## src/mfi_cfg.svh

```systemverilog
// Register map, field positions and reset values of the input decoder
// Assumes 32-bit AHB-Lite words, one register per aligned word
`ifndef MFI_CFG_SVH
`define MFI_CFG_SVH

// Register word indices (byte address = index * 4)
`define MFI_IDX_CODES     5'h00
`define MFI_IDX_CTRL      5'h01
`define MFI_IDX_JOG       5'h02
`define MFI_IDX_STATUS    5'h03
`define MFI_IDX_STEP_BASE 5'h08
`define MFI_IDX_RAMP_BASE 5'h10
`define MFI_ADDR_TOP_W    25

// Code register fields (one 6-bit code per terminal, 8 bits apart)
`define MFI_CODE_W        6
`define MFI_CODE_PITCH    8
`define MFI_CODES_RST     32'h0002_0100

// Control register fields
`define MFI_CTRL_SRC_LSB  0
`define MFI_CTRL_CLR_BIT  8

// Ramp pair fields
`define MFI_RAMP_ACC_LSB  0
`define MFI_RAMP_DEC_LSB  16

// Reset values
`define MFI_JOG_RST       16'h03E8
`define MFI_STEP_RST      16'h0000
`define MFI_RAMP_RST      32'h0064_0064

// Role vector width (codes 0 to 32)
`define MFI_ROLE_W        33

`endif

```

## src/mfi_pkg.sv

```systemverilog
// Types shared by the input decoder modules
// Assumes mfi_cfg.svh for widths
`include "mfi_cfg.svh"

package mfi_pkg;

   // Terminal function codes
   typedef enum logic [5:0] {
      MFI_SPEED_LO  = 6'h00, MFI_SPEED_MID = 6'h01, MFI_SPEED_HI  = 6'h02,
      MFI_RAMP_LO   = 6'h03, MFI_RAMP_MID  = 6'h04, MFI_RAMP_HI   = 6'h05,
      MFI_DC_INJ    = 6'h06, MFI_SECOND    = 6'h07, MFI_BYPASS    = 6'h08,
      MFI_RESERVED  = 6'h09, MFI_UP        = 6'h0A, MFI_DOWN      = 6'h0B,
      MFI_THREE_W   = 6'h0C, MFI_TRIP_NO   = 6'h0D, MFI_TRIP_NC   = 6'h0E,
      MFI_ICLEAR    = 6'h0F, MFI_OPEN_LOOP = 6'h10, MFI_LOCAL     = 6'h11,
      MFI_AN_HOLD   = 6'h12, MFI_RAMP_SUSP = 6'h13, MFI_PGAIN2    = 6'h14,
      MFI_SEQ_LO    = 6'h15, MFI_SEQ_MID   = 6'h16, MFI_SEQ_HI    = 6'h17,
      MFI_MANUAL    = 6'h18, MFI_GO_STEP   = 6'h19, MFI_HOLD_STEP = 6'h1A,
      MFI_TRV_NEG   = 6'h1B, MFI_TRV_POS   = 6'h1C, MFI_ILOCK1    = 6'h1D,
      MFI_ILOCK4    = 6'h20
   } mfi_func_t;

   // Frequency source selection
   typedef enum logic [1:0] {
      MFI_SRC_PRESET = 2'b00,
      MFI_SRC_ANALOG = 2'b01
   } mfi_src_t;

   typedef logic [15:0]              mfi_freq_t;
   typedef logic [`MFI_ROLE_W-1:0]   mfi_role_t;

endpackage : mfi_pkg

```

## src/mfi_input_decoder.sv

```systemverilog
// Multifunction input terminal decoder with AHB-Lite register slave
// Assumes synchronous terminal inputs and a single core clock
//
// Behaviour
// - Code 9 gives a terminal no behaviour at all.
// - Codes 0, 1, 2 are low, mid, high step-speed select bits.
// - Step index from select bits picks one of eight preset frequencies.
// - Step index zero takes target from the frequency-source mode setting.
// - Jog ON drives jog frequency, overriding step index and frequency source.
// - Codes 3, 4, 5 are low, mid, high ramp-time select bits.
// - Ramp index picks one of eight accel/decel pairs; zero is default.
// - Code 6 closed while stopped requests DC injection braking.
// - Code 8 requests line bypass and enables speed search meanwhile.
// - Codes 10 and 11 raise and lower running speed.
// - Code 12 enables three-wire push-button start/stop control.
// - Code 13 ON flags external fault, cuts output, latches trip.
// - Code 14 OFF flags external fault, cuts output, latches trip.
// - Code 15 ON forces PID integral accumulator to zero.
// - Code 16 selects open-loop versus PID, applied only while stopped.
// - Code 17 moves control to local settings, only while stopped.
// - Code 18 freezes the analog frequency reference while asserted.
// - Code 19 suspends acceleration and deceleration while asserted.
// - Codes 21, 22, 23 are low, mid, high sequence select bits.
// - Code 24 switches between automatic sequence and manual mode, only while stopped.
// - Code 25 triggers next sequence step; code 26 holds last step.
// - Codes 27, 28 traverse offsets; codes 29 to 32 interlocks.
//
// Design decisions made here: the AHB-Lite register port and the register offsets.
`timescale 1ns/1ps
`default_nettype none

module mfi_input_decoder
   import mfi_pkg::*;
#(
   parameter int NUM_TERM = 3
)(
   // Clock and reset
   input  wire logic                core_clk,
   input  wire logic                nrst,
   // AHB-Lite slave
   input  wire logic                hsel,
   input  wire logic [31:0]         haddr,
   input  wire logic [1:0]          htrans,
   input  wire logic                hwrite,
   input  wire logic [2:0]          hsize,
   input  wire logic [31:0]         hwdata,
   input  wire logic                hready,
   output logic      [31:0]         hrdata,
   output logic                     hreadyout,
   output logic                     hresp,
   // Terminals and drive state
   input  wire logic [NUM_TERM-1:0] inputTerm,
   input  wire logic                jogIn,
   input  wire logic                driveStopped,
   input  wire mfi_freq_t           analogRef,
   // Speed and ramp
   output mfi_freq_t                targetFreq_q,
   output logic [15:0]              accelTime_q,
   output logic [15:0]              decelTime_q,
   output logic                     rampSuspend_q,
   output logic                     upDrive_q,
   output logic                     downDrive_q,
   output logic                     threeWireEn_q,
   // Braking, bypass, faults
   output logic                     dcInjectReq_q,
   output logic                     bypassReq_q,
   output logic                     speedSearchEn_q,
   output logic                     extFault_q,
   output logic                     outputEnable_q,
   // Control mode
   output logic                     integratorClear_q,
   output logic                     openLoop_q,
   output logic                     localCtrl_q,
   // Sequence, traverse, interlock
   output logic [2:0]               seqSel_q,
   output logic                     autoMode_q,
   output logic                     goStep_q,
   output logic                     holdStep_q,
   output logic                     traverseNegOffset_q,
   output logic                     traversePosOffset_q,
   output logic [3:0]               motorInterlock_q
);

   ////////////////////////////////////////////////////////////////////////
   // Declarations
   logic [31:0]     codes_q;
   mfi_src_t        freqSourceMode_q;
   mfi_src_t        activeSrc_q;
   mfi_freq_t       jogFreq_q;
   mfi_freq_t       stepFreq_q [8];
   logic [31:0]     rampPair_q [8];
   mfi_freq_t       analogHeld_q;
   logic            goStepPrev_q;
   logic            wrPend_q;
   logic [4:0]      wrIdx_q;
   logic [31:0]     rdData;
   logic            addrPhase;
   logic [4:0]      aIdx;
   mfi_role_t       termRole [NUM_TERM];
   mfi_role_t       role;
   logic [2:0]      stepIdx;
   logic [2:0]      rampIdx;
   logic            tripNow;
   logic            tripClear;

   // Word index of an address, all-ones when outside the map
   function automatic logic [4:0] wordIdx(input logic [31:0] a);
      if (a[31:7] != '0 || a[6:2] > 5'h17) begin
         return 5'h1F;
      end
      return a[6:2];
   endfunction : wordIdx

   ////////////////////////////////////////////////////////////////////////
   // Terminal role decoding
   genvar t;
   generate
      for (t = 0; t < NUM_TERM; t++) begin : g_term
         mfi_term_decode u_dec (
            .code    (codes_q[t*`MFI_CODE_PITCH +: `MFI_CODE_W]),
            .level   (inputTerm[t]),
            .roleVec (termRole[t])
         );
      end
   endgenerate

   // Merge roles; unassigned roles stay zero
   always_comb begin
      role = '0;
      for (int i = 0; i < NUM_TERM; i++) begin
         role = role | termRole[i];
      end
   end

   assign stepIdx   = {role[MFI_SPEED_HI], role[MFI_SPEED_MID], role[MFI_SPEED_LO]};
   assign rampIdx   = {role[MFI_RAMP_HI], role[MFI_RAMP_MID], role[MFI_RAMP_LO]};
   assign tripNow   = role[MFI_TRIP_NO] | role[MFI_TRIP_NC];
   assign addrPhase = hsel & htrans[1] & hready;
   assign aIdx      = wordIdx(haddr);
   assign tripClear = wrPend_q & (wrIdx_q == `MFI_IDX_CTRL) & hwdata[`MFI_CTRL_CLR_BIT];

   ////////////////////////////////////////////////////////////////////////
   // AHB-Lite address phase capture, zero wait states
   always_ff @(posedge core_clk or negedge nrst) begin
      if (!nrst) begin
         wrPend_q  <= 1'b0;
         wrIdx_q   <= 5'h1F;
         hrdata    <= 32'h0000_0000;
         hreadyout <= 1'b1;
         hresp     <= 1'b0;
      end else begin
         wrPend_q  <= addrPhase & hwrite;
         wrIdx_q   <= aIdx;
         hreadyout <= 1'b1;
         hresp     <= 1'b0;
         if (addrPhase && !hwrite) begin
            hrdata <= rdData;
         end
      end
   end

   // Read mux, unmapped words read zero
   always_comb begin
      rdData = 32'h0000_0000;
      if (aIdx == `MFI_IDX_CODES) begin
         rdData = codes_q;
      end else if (aIdx == `MFI_IDX_CTRL) begin
         rdData = {30'h0000_0000, freqSourceMode_q};
      end else if (aIdx == `MFI_IDX_JOG) begin
         rdData = {16'h0000, jogFreq_q};
      end else if (aIdx == `MFI_IDX_STATUS) begin
         rdData = {12'h000, extFault_q, openLoop_q, localCtrl_q, autoMode_q,
                   seqSel_q, rampIdx, stepIdx, jogIn, driveStopped,
                   {(5 - NUM_TERM){1'b0}}, inputTerm};
      end else if (aIdx >= `MFI_IDX_STEP_BASE && aIdx < `MFI_IDX_RAMP_BASE) begin
         rdData = {16'h0000, stepFreq_q[aIdx[2:0]]};
      end else if (aIdx >= `MFI_IDX_RAMP_BASE && aIdx != 5'h1F) begin
         rdData = rampPair_q[aIdx[2:0]];
      end
   end

   ////////////////////////////////////////////////////////////////////////
   // Register writes in the data phase
   always_ff @(posedge core_clk or negedge nrst) begin
      if (!nrst) begin
         codes_q          <= `MFI_CODES_RST;
         freqSourceMode_q <= MFI_SRC_PRESET;
         jogFreq_q        <= `MFI_JOG_RST;
         for (int i = 0; i < 8; i++) begin
            stepFreq_q[i] <= `MFI_STEP_RST;
            rampPair_q[i] <= `MFI_RAMP_RST;
         end
      end else if (wrPend_q) begin
         if (wrIdx_q == `MFI_IDX_CODES) begin
            codes_q <= hwdata & 32'h003F_3F3F;
         end else if (wrIdx_q == `MFI_IDX_CTRL) begin
            freqSourceMode_q <= mfi_src_t'(hwdata[`MFI_CTRL_SRC_LSB +: 2]);
         end else if (wrIdx_q == `MFI_IDX_JOG) begin
            jogFreq_q <= hwdata[15:0];
         end else if (wrIdx_q >= `MFI_IDX_STEP_BASE && wrIdx_q < `MFI_IDX_RAMP_BASE) begin
            stepFreq_q[wrIdx_q[2:0]] <= hwdata[15:0];
         end else if (wrIdx_q >= `MFI_IDX_RAMP_BASE && wrIdx_q != 5'h1F) begin
            rampPair_q[wrIdx_q[2:0]] <= hwdata;
         end
      end
   end

   ////////////////////////////////////////////////////////////////////////
   // Analog reference freeze
   always_ff @(posedge core_clk or negedge nrst) begin
      if (!nrst) begin
         analogHeld_q <= 16'h0000;
      end else if (!role[MFI_AN_HOLD]) begin
         analogHeld_q <= analogRef;
      end
   end

   // Target frequency selection
   always_ff @(posedge core_clk or negedge nrst) begin
      if (!nrst) begin
         targetFreq_q <= 16'h0000;
      end else if (jogIn) begin
         targetFreq_q <= jogFreq_q;
      end else if (stepIdx != 3'h0) begin
         targetFreq_q <= stepFreq_q[stepIdx];
      end else if (activeSrc_q == MFI_SRC_ANALOG) begin
         targetFreq_q <= analogHeld_q;
      end else begin
         targetFreq_q <= stepFreq_q[0];
      end
   end

   // Ramp pair selection and suspend
   always_ff @(posedge core_clk or negedge nrst) begin
      if (!nrst) begin
         accelTime_q   <= 16'h0000;
         decelTime_q   <= 16'h0000;
         rampSuspend_q <= 1'b0;
      end else begin
         accelTime_q   <= rampPair_q[rampIdx][`MFI_RAMP_ACC_LSB +: 16];
         decelTime_q   <= rampPair_q[rampIdx][`MFI_RAMP_DEC_LSB +: 16];
         rampSuspend_q <= role[MFI_RAMP_SUSP];
      end
   end

   ////////////////////////////////////////////////////////////////////////
   // Drive commands following terminal levels
   always_ff @(posedge core_clk or negedge nrst) begin
      if (!nrst) begin
         dcInjectReq_q     <= 1'b0;
         bypassReq_q       <= 1'b0;
         speedSearchEn_q   <= 1'b0;
         upDrive_q         <= 1'b0;
         downDrive_q       <= 1'b0;
         threeWireEn_q     <= 1'b0;
         integratorClear_q <= 1'b0;
      end else begin
         dcInjectReq_q     <= role[MFI_DC_INJ] & driveStopped;
         bypassReq_q       <= role[MFI_BYPASS];
         speedSearchEn_q   <= role[MFI_BYPASS];
         upDrive_q         <= role[MFI_UP];
         downDrive_q       <= role[MFI_DOWN];
         threeWireEn_q     <= role[MFI_THREE_W];
         integratorClear_q <= role[MFI_ICLEAR];
      end
   end

   // External trip latch, a new trip wins over a clear
   always_ff @(posedge core_clk or negedge nrst) begin
      if (!nrst) begin
         extFault_q     <= 1'b0;
         outputEnable_q <= 1'b1;
      end else if (tripNow) begin
         extFault_q     <= 1'b1;
         outputEnable_q <= 1'b0;
      end else if (tripClear) begin
         extFault_q     <= 1'b0;
         outputEnable_q <= 1'b1;
      end
   end

   // Mode switches accepted only while stopped
   always_ff @(posedge core_clk or negedge nrst) begin
      if (!nrst) begin
         openLoop_q  <= 1'b0;
         localCtrl_q <= 1'b0;
         autoMode_q  <= 1'b1;
         activeSrc_q <= MFI_SRC_PRESET;
      end else if (driveStopped) begin
         openLoop_q  <= role[MFI_OPEN_LOOP];
         localCtrl_q <= role[MFI_LOCAL];
         autoMode_q  <= ~role[MFI_MANUAL];
         activeSrc_q <= freqSourceMode_q;
      end
   end

   ////////////////////////////////////////////////////////////////////////
   // Sequence, traverse and interlock outputs
   always_ff @(posedge core_clk or negedge nrst) begin
      if (!nrst) begin
         seqSel_q            <= 3'h0;
         goStepPrev_q        <= 1'b0;
         goStep_q            <= 1'b0;
         holdStep_q          <= 1'b0;
         traverseNegOffset_q <= 1'b0;
         traversePosOffset_q <= 1'b0;
         motorInterlock_q    <= 4'h0;
      end else begin
         seqSel_q            <= {role[MFI_SEQ_HI], role[MFI_SEQ_MID], role[MFI_SEQ_LO]};
         goStepPrev_q        <= role[MFI_GO_STEP];
         goStep_q            <= role[MFI_GO_STEP] & ~goStepPrev_q;
         holdStep_q          <= role[MFI_HOLD_STEP];
         traverseNegOffset_q <= role[MFI_TRV_NEG];
         traversePosOffset_q <= role[MFI_TRV_POS];
         motorInterlock_q    <= role[MFI_ILOCK4:MFI_ILOCK1];
      end
   end
endmodule : mfi_input_decoder
`default_nettype wire

```

## src/mfi_term_decode.sv

```systemverilog
// Maps one terminal level and its function code onto the role vector
// Assumes level is already synchronous to the core clock
`timescale 1ns/1ps
`default_nettype none

module mfi_term_decode
   import mfi_pkg::*;
(
   // Terminal
   input  wire logic [`MFI_CODE_W-1:0] code,
   input  wire logic                   level,
   // Role
   output logic      [`MFI_ROLE_W-1:0] roleVec
);

   ////////////////////////////////////////////////////////////////////////
   // One-hot role, polarity per code
   always_comb begin
      roleVec = '0;
      if (code == MFI_TRIP_NC) begin
         roleVec[code] = ~level;
      end else if (code != MFI_RESERVED && code <= MFI_ILOCK4) begin
         roleVec[code] = level;
      end
   end

endmodule : mfi_term_decode
`default_nettype wire

```

## config.mk

```make
export PLATFORM = sky130hd
export DESIGN_NAME = mfi_input_decoder
export DESIGN_NICKNAME = d
export VERILOG_FILES = /design/src/mfi_pkg.sv /design/src/mfi_input_decoder.sv /design/src/mfi_term_decode.sv
export VERILOG_INCLUDE_DIRS = /design/src
export SDC_FILE = /design/constraint.sdc
export NUM_CORES = 1
export LEC_CHECK = 0
export BUFFER_PORTS_ARGS = -buffer_cell sky130_fd_sc_hd__buf_2
export CORE_MARGIN = 4
export CORE_UTILIZATION = 50
export CTS_CLUSTER_DIAMETER = 150
export DETAILED_ROUTE_END_ITERATION = 10
export HOLD_SLACK_MARGIN = 0.15
export PLACE_DENSITY = 0.73
export SLEW_MARGIN = 20
export SYNTH_ARGS = -nofsm -noshare
export SYNTH_HDL_FRONTEND = slang
export SYNTH_SLANG_ARGS = --single-unit
```

## constraint.sdc

```tcl
create_clock -name core_clk -period 4.4 [get_ports core_clk]
set_clock_uncertainty 0.05 [all_clocks]
set_input_delay 0.22 -clock core_clk [delete_from_list [all_inputs] [get_ports core_clk]]
set_output_delay 0.22 -clock core_clk [all_outputs]
set_load 0.03 [all_outputs]
```

After elaboration in Yosys (flattened, before gate mapping):

Cells that the tools add are included.

* magnitude comparators: 21
* equal/unequal tests: 14
* multiplexer cells: 46
* bitwise operators: 29
* reductions and logical operators: 24

Operators with widths (number)
* $mux 32: 11
* $bwmux 256: 1
* $and 33x33->33: 6
* $mux 33: 6
* $bmux 32 s3: 2
* $bwmux 128: 1
* $mux 16: 8
* $bmux 16 s3: 2
* $demux 32 s3: 1
* $or 33x33->33: 2
* $demux 16 s3: 1
* $reduce_bool 25->1: 1
* $lt 6x7->1 const B: 3
* $demux 1 s6: 3
* $eq 6x4->1 const B: 3
* $ge 6x1->1 const B: 3
* $le 6x6->1 const B: 3
* $ne 6x4->1 const B: 3
* $ge 4x4->1 const B: 4
* $not 3->4: 4
* $eq 5x2->1 const B: 3
* $logic_and 1x1->1: 12
* $eq 5x1->1 const B: 2
* $ge 5x4->1 const B: 2
* 21 further kinds: 47

* register bits: 548
* input bits: 95
* output and inout bits: 106
* logic and storage cells: 180

Longest topological paths before layout:

Gate-level depths: netlist (run 1).

* depth in word-level cells: 15
* gate-level depth with buffers: 10
* mapped depth without buffers: 7

By module:

From an unflattened synthesis (run 1), not the netlist that was laid out.

* cell total of the unflattened synthesis: 2668
* area, all modules: 28134.5 um^2

By module, submodules not included
* mfi_input_decoder: instances 1, cells an instance 2517, area an instance 27299.9 um^2, sequential area each 13792.0 um^2
* mfi_term_decode at g_term[0].u_dec: instances 1, cells an instance 50, area an instance 287.8 um^2, sequential area each 0.0 um^2
* mfi_term_decode at g_term[2].u_dec: instances 1, cells an instance 50, area an instance 276.5 um^2, sequential area each 0.0 um^2
* mfi_term_decode at g_term[1].u_dec: instances 1, cells an instance 51, area an instance 270.3 um^2, sequential area each 0.0 um^2

Least setup slack after synthesis (run 1):

No wires, ideal clock.

* kind: register to register
* start: register codes_q[2]
* end: register analogHeld_q[10]
* library setup time: 128 ps
* arrival time: 2263 ps
* required time: 4222 ps
* path slack: 1960 ps
* stages on the path, launching flop included: 9
* buffers on the path: 2
* clock period less this slack: 2440 ps
* cells stage by stage: dfrtp_1 -> nor3b_2 -> a21oi_1 -> o2111ai_1 -> nor4_1 -> a222oi_1 -> buf_2 -> buf_4 -> mux2_1

* cells in the longest elaborated chain, start to end: 9
* elaborated cells on any way between the ends: 15
* classes of those cells: order compare (3); eq/ne (2); mux (4); bitwise (4); reduce/logical (2)

RTL lines
* start, declared: line mfi_input_decoder.sv:86 `logic [31:0] codes_q;`
* start signal, assigned: line mfi_input_decoder.sv:186 `` codes_q <= `MFI_CODES_RST; ``
* start signal, assigned: line mfi_input_decoder.sv:195 `codes_q <= hwdata & 32'h003F_3F3F;`
* $lt 6x7->1 (implied by the code) or $ge 6x1->1 (tied branches): line mfi_term_decode.sv:21, mfi_term_decode.sv:23
* $logic_and 1x1->1 (implied by the code): line mfi_term_decode.sv:21, mfi_term_decode.sv:23
* $mux 1 (implied by the code): line mfi_term_decode.sv:21, mfi_term_decode.sv:23
* $demux 1 s6
* $and 33x33->33 (no line)
* $mux 33: line mfi_term_decode.sv:22 `end else if (code != MFI_RESERVED && code <= MFI_ILOCK4) begin`
* $mux 33 (*): line mfi_term_decode.sv:20 `if (code == MFI_TRIP_NC) begin`
* $or 33x33->33 (*) (2 in a row): line mfi_input_decoder.sv:131 `role = role | termRole[i];`
* end signal, assigned: line mfi_input_decoder.sv:214 `analogHeld_q <= analogRef;`
* end, declared: line mfi_input_decoder.sv:92 `mfi_freq_t analogHeld_q;`

Every way passes the cells marked *; elsewhere a longest branch is shown, timed or not.
A chain may end at the register's enable or synchronous reset.

Worst setup path in the final report (run 1):

* start: input haddr[5]
* end: register hrdata[4]

* cells in the longest elaborated chain, start to end: 14
* elaborated cells on any way between the ends: 27
* classes of those cells: order compare (4); eq/ne (4); mux (14); bitwise (1); reduce/logical (4)

RTL lines
* start, declared: line mfi_input_decoder.sv:42 `input wire logic [31:0] haddr,`
* $gt 5x5->1: line mfi_input_decoder.sv:108 `if (a[31:7] != '0 || a[6:2] > 5'h17) begin`
* $logic_or 1x1->1: line mfi_input_decoder.sv:108
* $mux 1: line mfi_input_decoder.sv:108
* $mux 5 (*): line mfi_input_decoder.sv:111 `return a[6:2];`
* $not 3->4 (implied by the code): line mfi_input_decoder.sv:176, mfi_input_decoder.sv:178
* $bmux 32 s3: line mfi_input_decoder.sv:178 `rdData = rampPair_q[aIdx[2:0]];`
* $mux 32 (implied by the code) (2 in a row): line mfi_input_decoder.sv:178
* $mux 32: line mfi_input_decoder.sv:177 `` end else if (aIdx >= `MFI_IDX_RAMP_BASE && aIdx != 5'h1F) begin ``
* $mux 32: line mfi_input_decoder.sv:175 `` end else if (aIdx >= `MFI_IDX_STEP_BASE && aIdx < `MFI_IDX_RAMP_BASE) begin ``
* $mux 32: line mfi_input_decoder.sv:171 `` end else if (aIdx == `MFI_IDX_STATUS) begin ``
* $mux 32: line mfi_input_decoder.sv:169 `` end else if (aIdx == `MFI_IDX_JOG) begin ``
* $mux 32: line mfi_input_decoder.sv:167 `` end else if (aIdx == `MFI_IDX_CTRL) begin ``
* $mux 32 (*): line mfi_input_decoder.sv:165 `` if (aIdx == `MFI_IDX_CODES) begin ``
* end signal, assigned: line mfi_input_decoder.sv:157 `hrdata <= rdData;`
* end, declared: line mfi_input_decoder.sv:48 `output logic [31:0] hrdata,`

Every way passes the cells marked *; elsewhere a longest branch is shown, timed or not. The select of a mux whose other input is x is not followed.

==> results.cfg, run 1 <==
[yosys]
syn_area_mm2 = 0.0286
synth_cell_types = 90
ys_ff_latch = 548
synth-edff-count = 0
syn_nets = 2449
synth_area_leaders = dfrtp_1, mux2_2, mux2i_1, dfstp_2, clkbuf_1
synthCells = 2354
ys_seq_area_share_pct = 48.2
async_flop_share_pct = 100
yosys.area.top_type = dfrtp_1
synth_top_area_share_pct = 42.4
yosys_warnings = 0
synthFlopType = dfrtp_1
syn_avg_cell_area_um2 = 12.2

[finish]
final_nets = 2649
drive_gt1_share_pct = 37.3
final_common_cell = mux2_2
final_cell_mix = mux2_2, dfrtp_1, mux2i_1
area_delta_synth_final_pct = 16.3
fin_cells = 3361

[sta]
setup_violations = 0
finalCriticalPeriod_ns = 3.57
max_freq_mhz = 280
maxSlewViolCount = 0
tightest_slew_ns = 1.15
hold_viol = 0
timing.final.crit_share_pct = 81.2
fin_setup_tns_ns = 0
rsz0062_at_grt = false
slew_headroom_pct = 23.3

[power_and_ir_drop]
p_leak_nw = 16.4
p_sw_mw = 2.92
power_density_mw_per_mm2 = 354
seqPwrFrac_pct = 45.1
p_sw_share_pct = 24.8
p_clk_share_pct = 45.6
ir_worst_vdd_v = 0.000344
pwr-share-comb_pct = 9.3
p_int_mw = 8.86

[placement]
io_buffers = 192
hpwl_um = 62500
placed_cells = 3192
globalplace.congestion = 0.952

[global_routing]
antenna_found_initial = 2
grt_overflow_total = 0
grt_pass1_wl_um = 143000
grt_max_degree = 129
first_global_vias = 22600
grtUsageTotal_pct = 30.8

[setup_path]
start_kind = input pin
cp-end-kind = flip-flop
critical_path_required_ns = 4.89
cp_slowest_cell = a221oi_1
cpPeakStageDelay_ns = 0.82
crit_chain = dlygate4sd3_1 > buf_2 > a211oi_2 > and4_1 > buf_4 > nand2_1 > a221oi_1 > a311oi_1 > a31oi_1
arrival_ns = 4.06
cp_max_fo = 27
worstSetupPathType = in -> reg

[drt]
post-route-drc-count = 0
routedWlPerCell_um = 28.7
vias_per_cell = 6.54
route.vias.total = 22000
ant_nets = 0
initialDrtViolationCount = 2440
drtPass1Iterations = 8
drt-total-wl_um = 96300

[floorplanning]
core_area_mm2 = 0.0565
std_cell_rows = 87
fp.dieW_um = 247
ios = 201
die-area_mm2 = 0.0612
start_util_pct = 50.7
fp.dieH_um = 247

[clocking]
cts_resized = 0
h-tree-depth = 2
clkTransAtPathRegs_ns = 0.06
cts_tree = yes
clk_latency_ns = 0.65
cts_buffers = 58
cts_sinks = 548
cts_buffer_depth = 3
post_cts_buffers = 0
root_buffer = clkbuf_16
postCtsHoldBufs = 58

[flow_run]
maxCapViolCount = 0

[status]
status = completed

[min_path]
min_path_type = in -> async
## Yosys cell counts, drive strengths merged, types with 41 or more instances
master / number
a21oi: 54
buf: 71
clkbuf: 115
dfrtp: 485
dfstp: 63
mux2: 528
mux2i: 324
nand2: 79
nor2: 68
nor3: 41
o21ai: 83
o22ai: 65
## worst max-delay path: cells and delay by family
family          cells  cell delay, ns
compound gates      4            1.83
buf+inv             3            1.21
simple gates        2            0.77
## state kept, by name, indices dropped and copies added (netlist names), 2 cells and up
name / count
seqSel_q: 3
rampPair_q: 256
targetFreq_q: 16
wrIdx_q: 5
freqSourceMode_q: 2
decelTime_q: 16
jogFreq_q: 16
stepFreq_q: 128
analogHeld_q: 16
codes_q: 18
accelTime_q: 16
activeSrc_q: 2
motorInterlock_q: 4
hrdata: 32
## worst paths after layout
kind | depth (start not counted) | endpoint | from | slack, ns
min reg2reg | 1 | goStep_q | goStepPrev_q | 0.35
min in group core_clk | 7 | hrdata[31] | haddr[20] | 0.22
max in group asynchronous | 3 | threeWireEn_q | nrst | 3.07
max reg2reg | 7 | accelTime_q[11] | codes_q[5] | 1.14
min | 2 | hrdata[7] | nrst | 0.17
max | 9 | hrdata[4] | haddr[5] | 0.83
## power groups by stage
| stage | Combinational (mW) | Clock (mW) | Sequential [mW] |
|---|---|---|---|
| after global routing | 1.16 | 5.65 | 5.32 |
| after global placement | 1.02 | 0 | 5.39 |
| after CTS | 1.08 | 5.42 | 5.31 |
| after floorplan | 0.494 | 0 | 5.45 |
| after detailed placement | 1.03 | 0 | 5.40 |
| final | 1.09 | 5.37 | 5.32 |
## cell type report
cell class,count,area [µm²]
Timing Repair Buffer,326,2280
Inverter,21,78.8
Antenna cell,1,2.50
Sequential cell,548,13800
Multi-Input combinational cell,1599,14100
Tap cell,756,946
Clock inverter,17,312
Fill cell,4463,23200
Clock buffer,93,1800
## metrics by stage
stage / utilization (%) / cell area [µm²] / setup WS, ns / power (mW) / hold slack, ns
floorplan: - / 28600 / 1.96 / 5.95 / -0.126
global placement: 54.2 / 30600 / 1.08 / 6.41 / 0.261
detailed placement: 54.2 / 30600 / 0.985 / 6.43 / 0.269
CTS: 58.9 / 33300 / 1.09 / 11.8 / 0.185
global route: 58.9 / 33300 / 0.922 / 12.1 / 0.226
finish: 58.9 / 33300 / 0.828 / 11.8 / 0.166
## logic make-up (layout without fill, tap and decap cells)
kind of cell           Yosys count  in the layout  share of synthesized area (%)
muxes                          859            859                           32.6
buffers and inverters          207            457                           3.03
other                            2              3                         0.0262
AOI/OAI and AO/OA              381            381                           9.18
and+or+nand+nor                357            357                           6.97
DFF                            548            548                           48.2
## layer usage
layer	global-route usage, %	vias to the layer above	part of all wire [%]
met1	40.6	11200	40
met3	7.32	286	9.5
met2	48.6	1205	46
met5	0	-	0.023
li1	-	9252	-
met4	14.2	4	4.8
Note: power is estimated with default switching activity, not from simulation.
==> inputs of run 2 (changes only) <==
Settings changed: ABC_AREA set to 1.
Clock period 4.4 ns to 3.67 ns, I/O delays scaled along.
==> run 2 against run 1 <==
Effect of this change: register-to-register slack worse by 0.62 ns; flip-flop and latch count stayed put; sequential power is 15% higher; utilization is 0.27 points lower; sequential share of layout area is 2.0 points higher; power is 10% higher; setup slack worse by 0.31 ns; critical endpoint is now hrdata[9]; largest cell class is now registers; highest routed layer is now met4.
==> results.cfg, run 2 <==
[yosys]
ys_ff_latch = 548
synth_top_family_by_area = compound AO/OA/AOI/OAI gates
syn_nets = 3604
ys_seq_area_share_pct = 50.1
synth_top_area_share_pct = 44.1
synth_area_leaders = dfrtp_1, o21ai_0, nand2_1, dfstp_2, inv_1
synth_simple_gate_area_share_pct = 20.7
synth_xor_xnor_area_share_pct = 0
synthCells = 3509
synthAdderAreaFrac_pct = 0
synthMuxAreaShare_pct = 0.655
yosys.area.top_type = dfrtp_1
async_flop_share_pct = 100
yosys_warnings = 0
synthTopCellsByCount = nand2_1, o21ai_0, dfrtp_1
yosysMostFrequentCell = nand2_1
synth_cell_types = 57
synthFlopType = dfrtp_1
synth-edff-count = 0
synth_compound_area_share_pct = 21.1
syn_area_mm2 = 0.0275
syn_avg_cell_area_um2 = 7.84

[setup_path]
critical_path_required_ns = 4.16
worstSetupPathType = reg -> reg
cp_max_fo = 19
arrival_ns = 3.64
cp-end-kind = flip-flop
start_kind = flip-flop

[drt]
drt-total-wl_um = 93100
route.vias.total = 26200
ant_nets = 0
initialDrtViolationCount = 3139
drtPass1Iterations = 6
vias_per_cell = 5.94
routedWlPerCell_um = 21.1
post-route-drc-count = 0

[finish]
final_nets = 3754
final_cell_mix = nand2_1, o21ai_0, dfrtp_1
area_delta_synth_final_pct = 15.5
reg_top3 = rampPair_q x256, stepFreq_q x128, hrdata x32
drive_gt1_share_pct = 14.2
top_register = rampPair_q
fin_cells = 4410
utilization_pct = 58.7
largest_register_ffs = 256
final_common_cell = nand2_1
fillers = 4861

[power_and_ir_drop]
ir_worst_vdd_v = 0.000379
p_leak_nw = 15.7
power_density_mw_per_mm2 = 409

[flow_run]
maxCapViolCount = 0

[global_routing]
first_global_vias = 24700
grt_max_degree = 162
grtUsageTotal_pct = 30.8
grt_overflow_total = 0
grt_pass1_wl_um = 144000
antenna_found_initial = 2

[clocking]
cts_buffers = 59
cts_buffer_depth = 3
clk_latency_ns = 0.65
cts_sinks = 548
h-tree-depth = 2
clkTransAtPathRegs_ns = 0.06
post_cts_buffers = 0
cts_resized = 0
root_buffer = clkbuf_16
cts_tree = yes

[floorplanning]
die-area_mm2 = 0.0588
fp.dieH_um = 243
ios = 201
core_area_mm2 = 0.0541
fp.dieW_um = 243
start_util_pct = 50.8
std_cell_rows = 85

[status]
status = completed

[sta]
max_freq_mhz = 317
maxSlewViolCount = 0
timing.final.crit_share_pct = 85.9
setup_violations = 0
hold_slack_ns = 0.208
rsz0062_at_grt = false
hold_viol = 0
tightest_slew_ns = 0.986
fin_setup_tns_ns = 0
finalCriticalPeriod_ns = 3.15
slew_headroom_pct = 34.1

[placement]
io_buffers = 192
globalplace.congestion = 0.950
placed_cells = 4233
hpwl_um = 58200

[min_path]
min_path_type = in -> reg
==> run 2: routing by layer <==
metal | wire, µm | part of all wire (%) | vias to the layer above | global-route usage, %
met5 | 0 | 0 | - | 0
met4 | 4050 | 4.4 | 0 | 12.9
met3 | 9580 | 10 | 259 | 6.33
met2 | 41400 | 44 | 1501 | 47.9
met1 | 38100 | 41 | 12400 | 42.5
li1 | - | - | 12000 | -
==> run 2: cell families after synthesis <==
kind of cell	count (synthesis)
flip-flops	548
multiplexers	16
AO/OA/AOI/OAI	1062
buffers and inverters	501
AND/OR/NAND/NOR	1380
other	2
==> run 2: cell type report <==
type / instances / area, µm² / share of cell area (%)
Clock inverter: 27 / 324 / 1.02
Sequential cell: 548 / 13800 / 43.4
Timing Repair Buffer: 330 / 2340 / 7.37
Multi-Input combinational cell: 2460 / 11700 / 36.9
Tap cell: 696 / 871 / 2.74
Antenna cell: 4 / 10.0 / 0.0315
Inverter: 260 / 976 / 3.07
Clock buffer: 85 / 1710 / 5.40
==> run 2: worst paths after layout <==
kind / start / endpoint / slack, ns / cells after the start
setup / recovery: codes_q[5] / hrdata[9] / 0.52 / 10
hold / removal: hwdata[7] / stepFreq_q[7] / 0.21 / 3
setup reg to reg: codes_q[5] / hrdata[9] / 0.52 / 10
hold reg to reg: goStepPrev_q / goStep_q / 0.42 / 3
max in group asynchronous: nrst / stepFreq_q[89] / 2.28 / 4
min in group asynchronous: nrst / rampPair_q[134] / 0.66 / 3
==> run 2: report_power, final <==
part,switching [mW],total [mW],internal (mW)
clock network,2.59,6.21,3.62
registers,0.0331,6.14,6.10
logic,0.459,0.633,0.175
==> run 2: what timing repair did <==
action                     4_1_cts  5_1_grt
hold endpoints to repair       709        0
setup endpoints to repair        0        0
hold buffers                    61        0
==> run 2: stage by stage <==
step                setup slack (ns)  total power, mW  area, µm²
finish                         0.516             13.0      31800
global route                   0.353             13.3      31800
CTS                            0.572             13.0      31800
detailed placement             0.586             6.82      29100
global placement               0.608             6.82      29100
floorplan                       1.58             6.48      27500
==> run 2: worst max-delay path, cell delays in order, from the launching register on <==
cell and delay, ns:
dfrtp_1 0.45, or2_4 0.30, nor2_2 0.31, nand2_1 0.13, o211ai_2 0.71, inv_1 0.51, o21ai_0 0.27, inv_1 0.06
nand2_1 0.07, nand2_1 0.08, a21oi_1 0.12
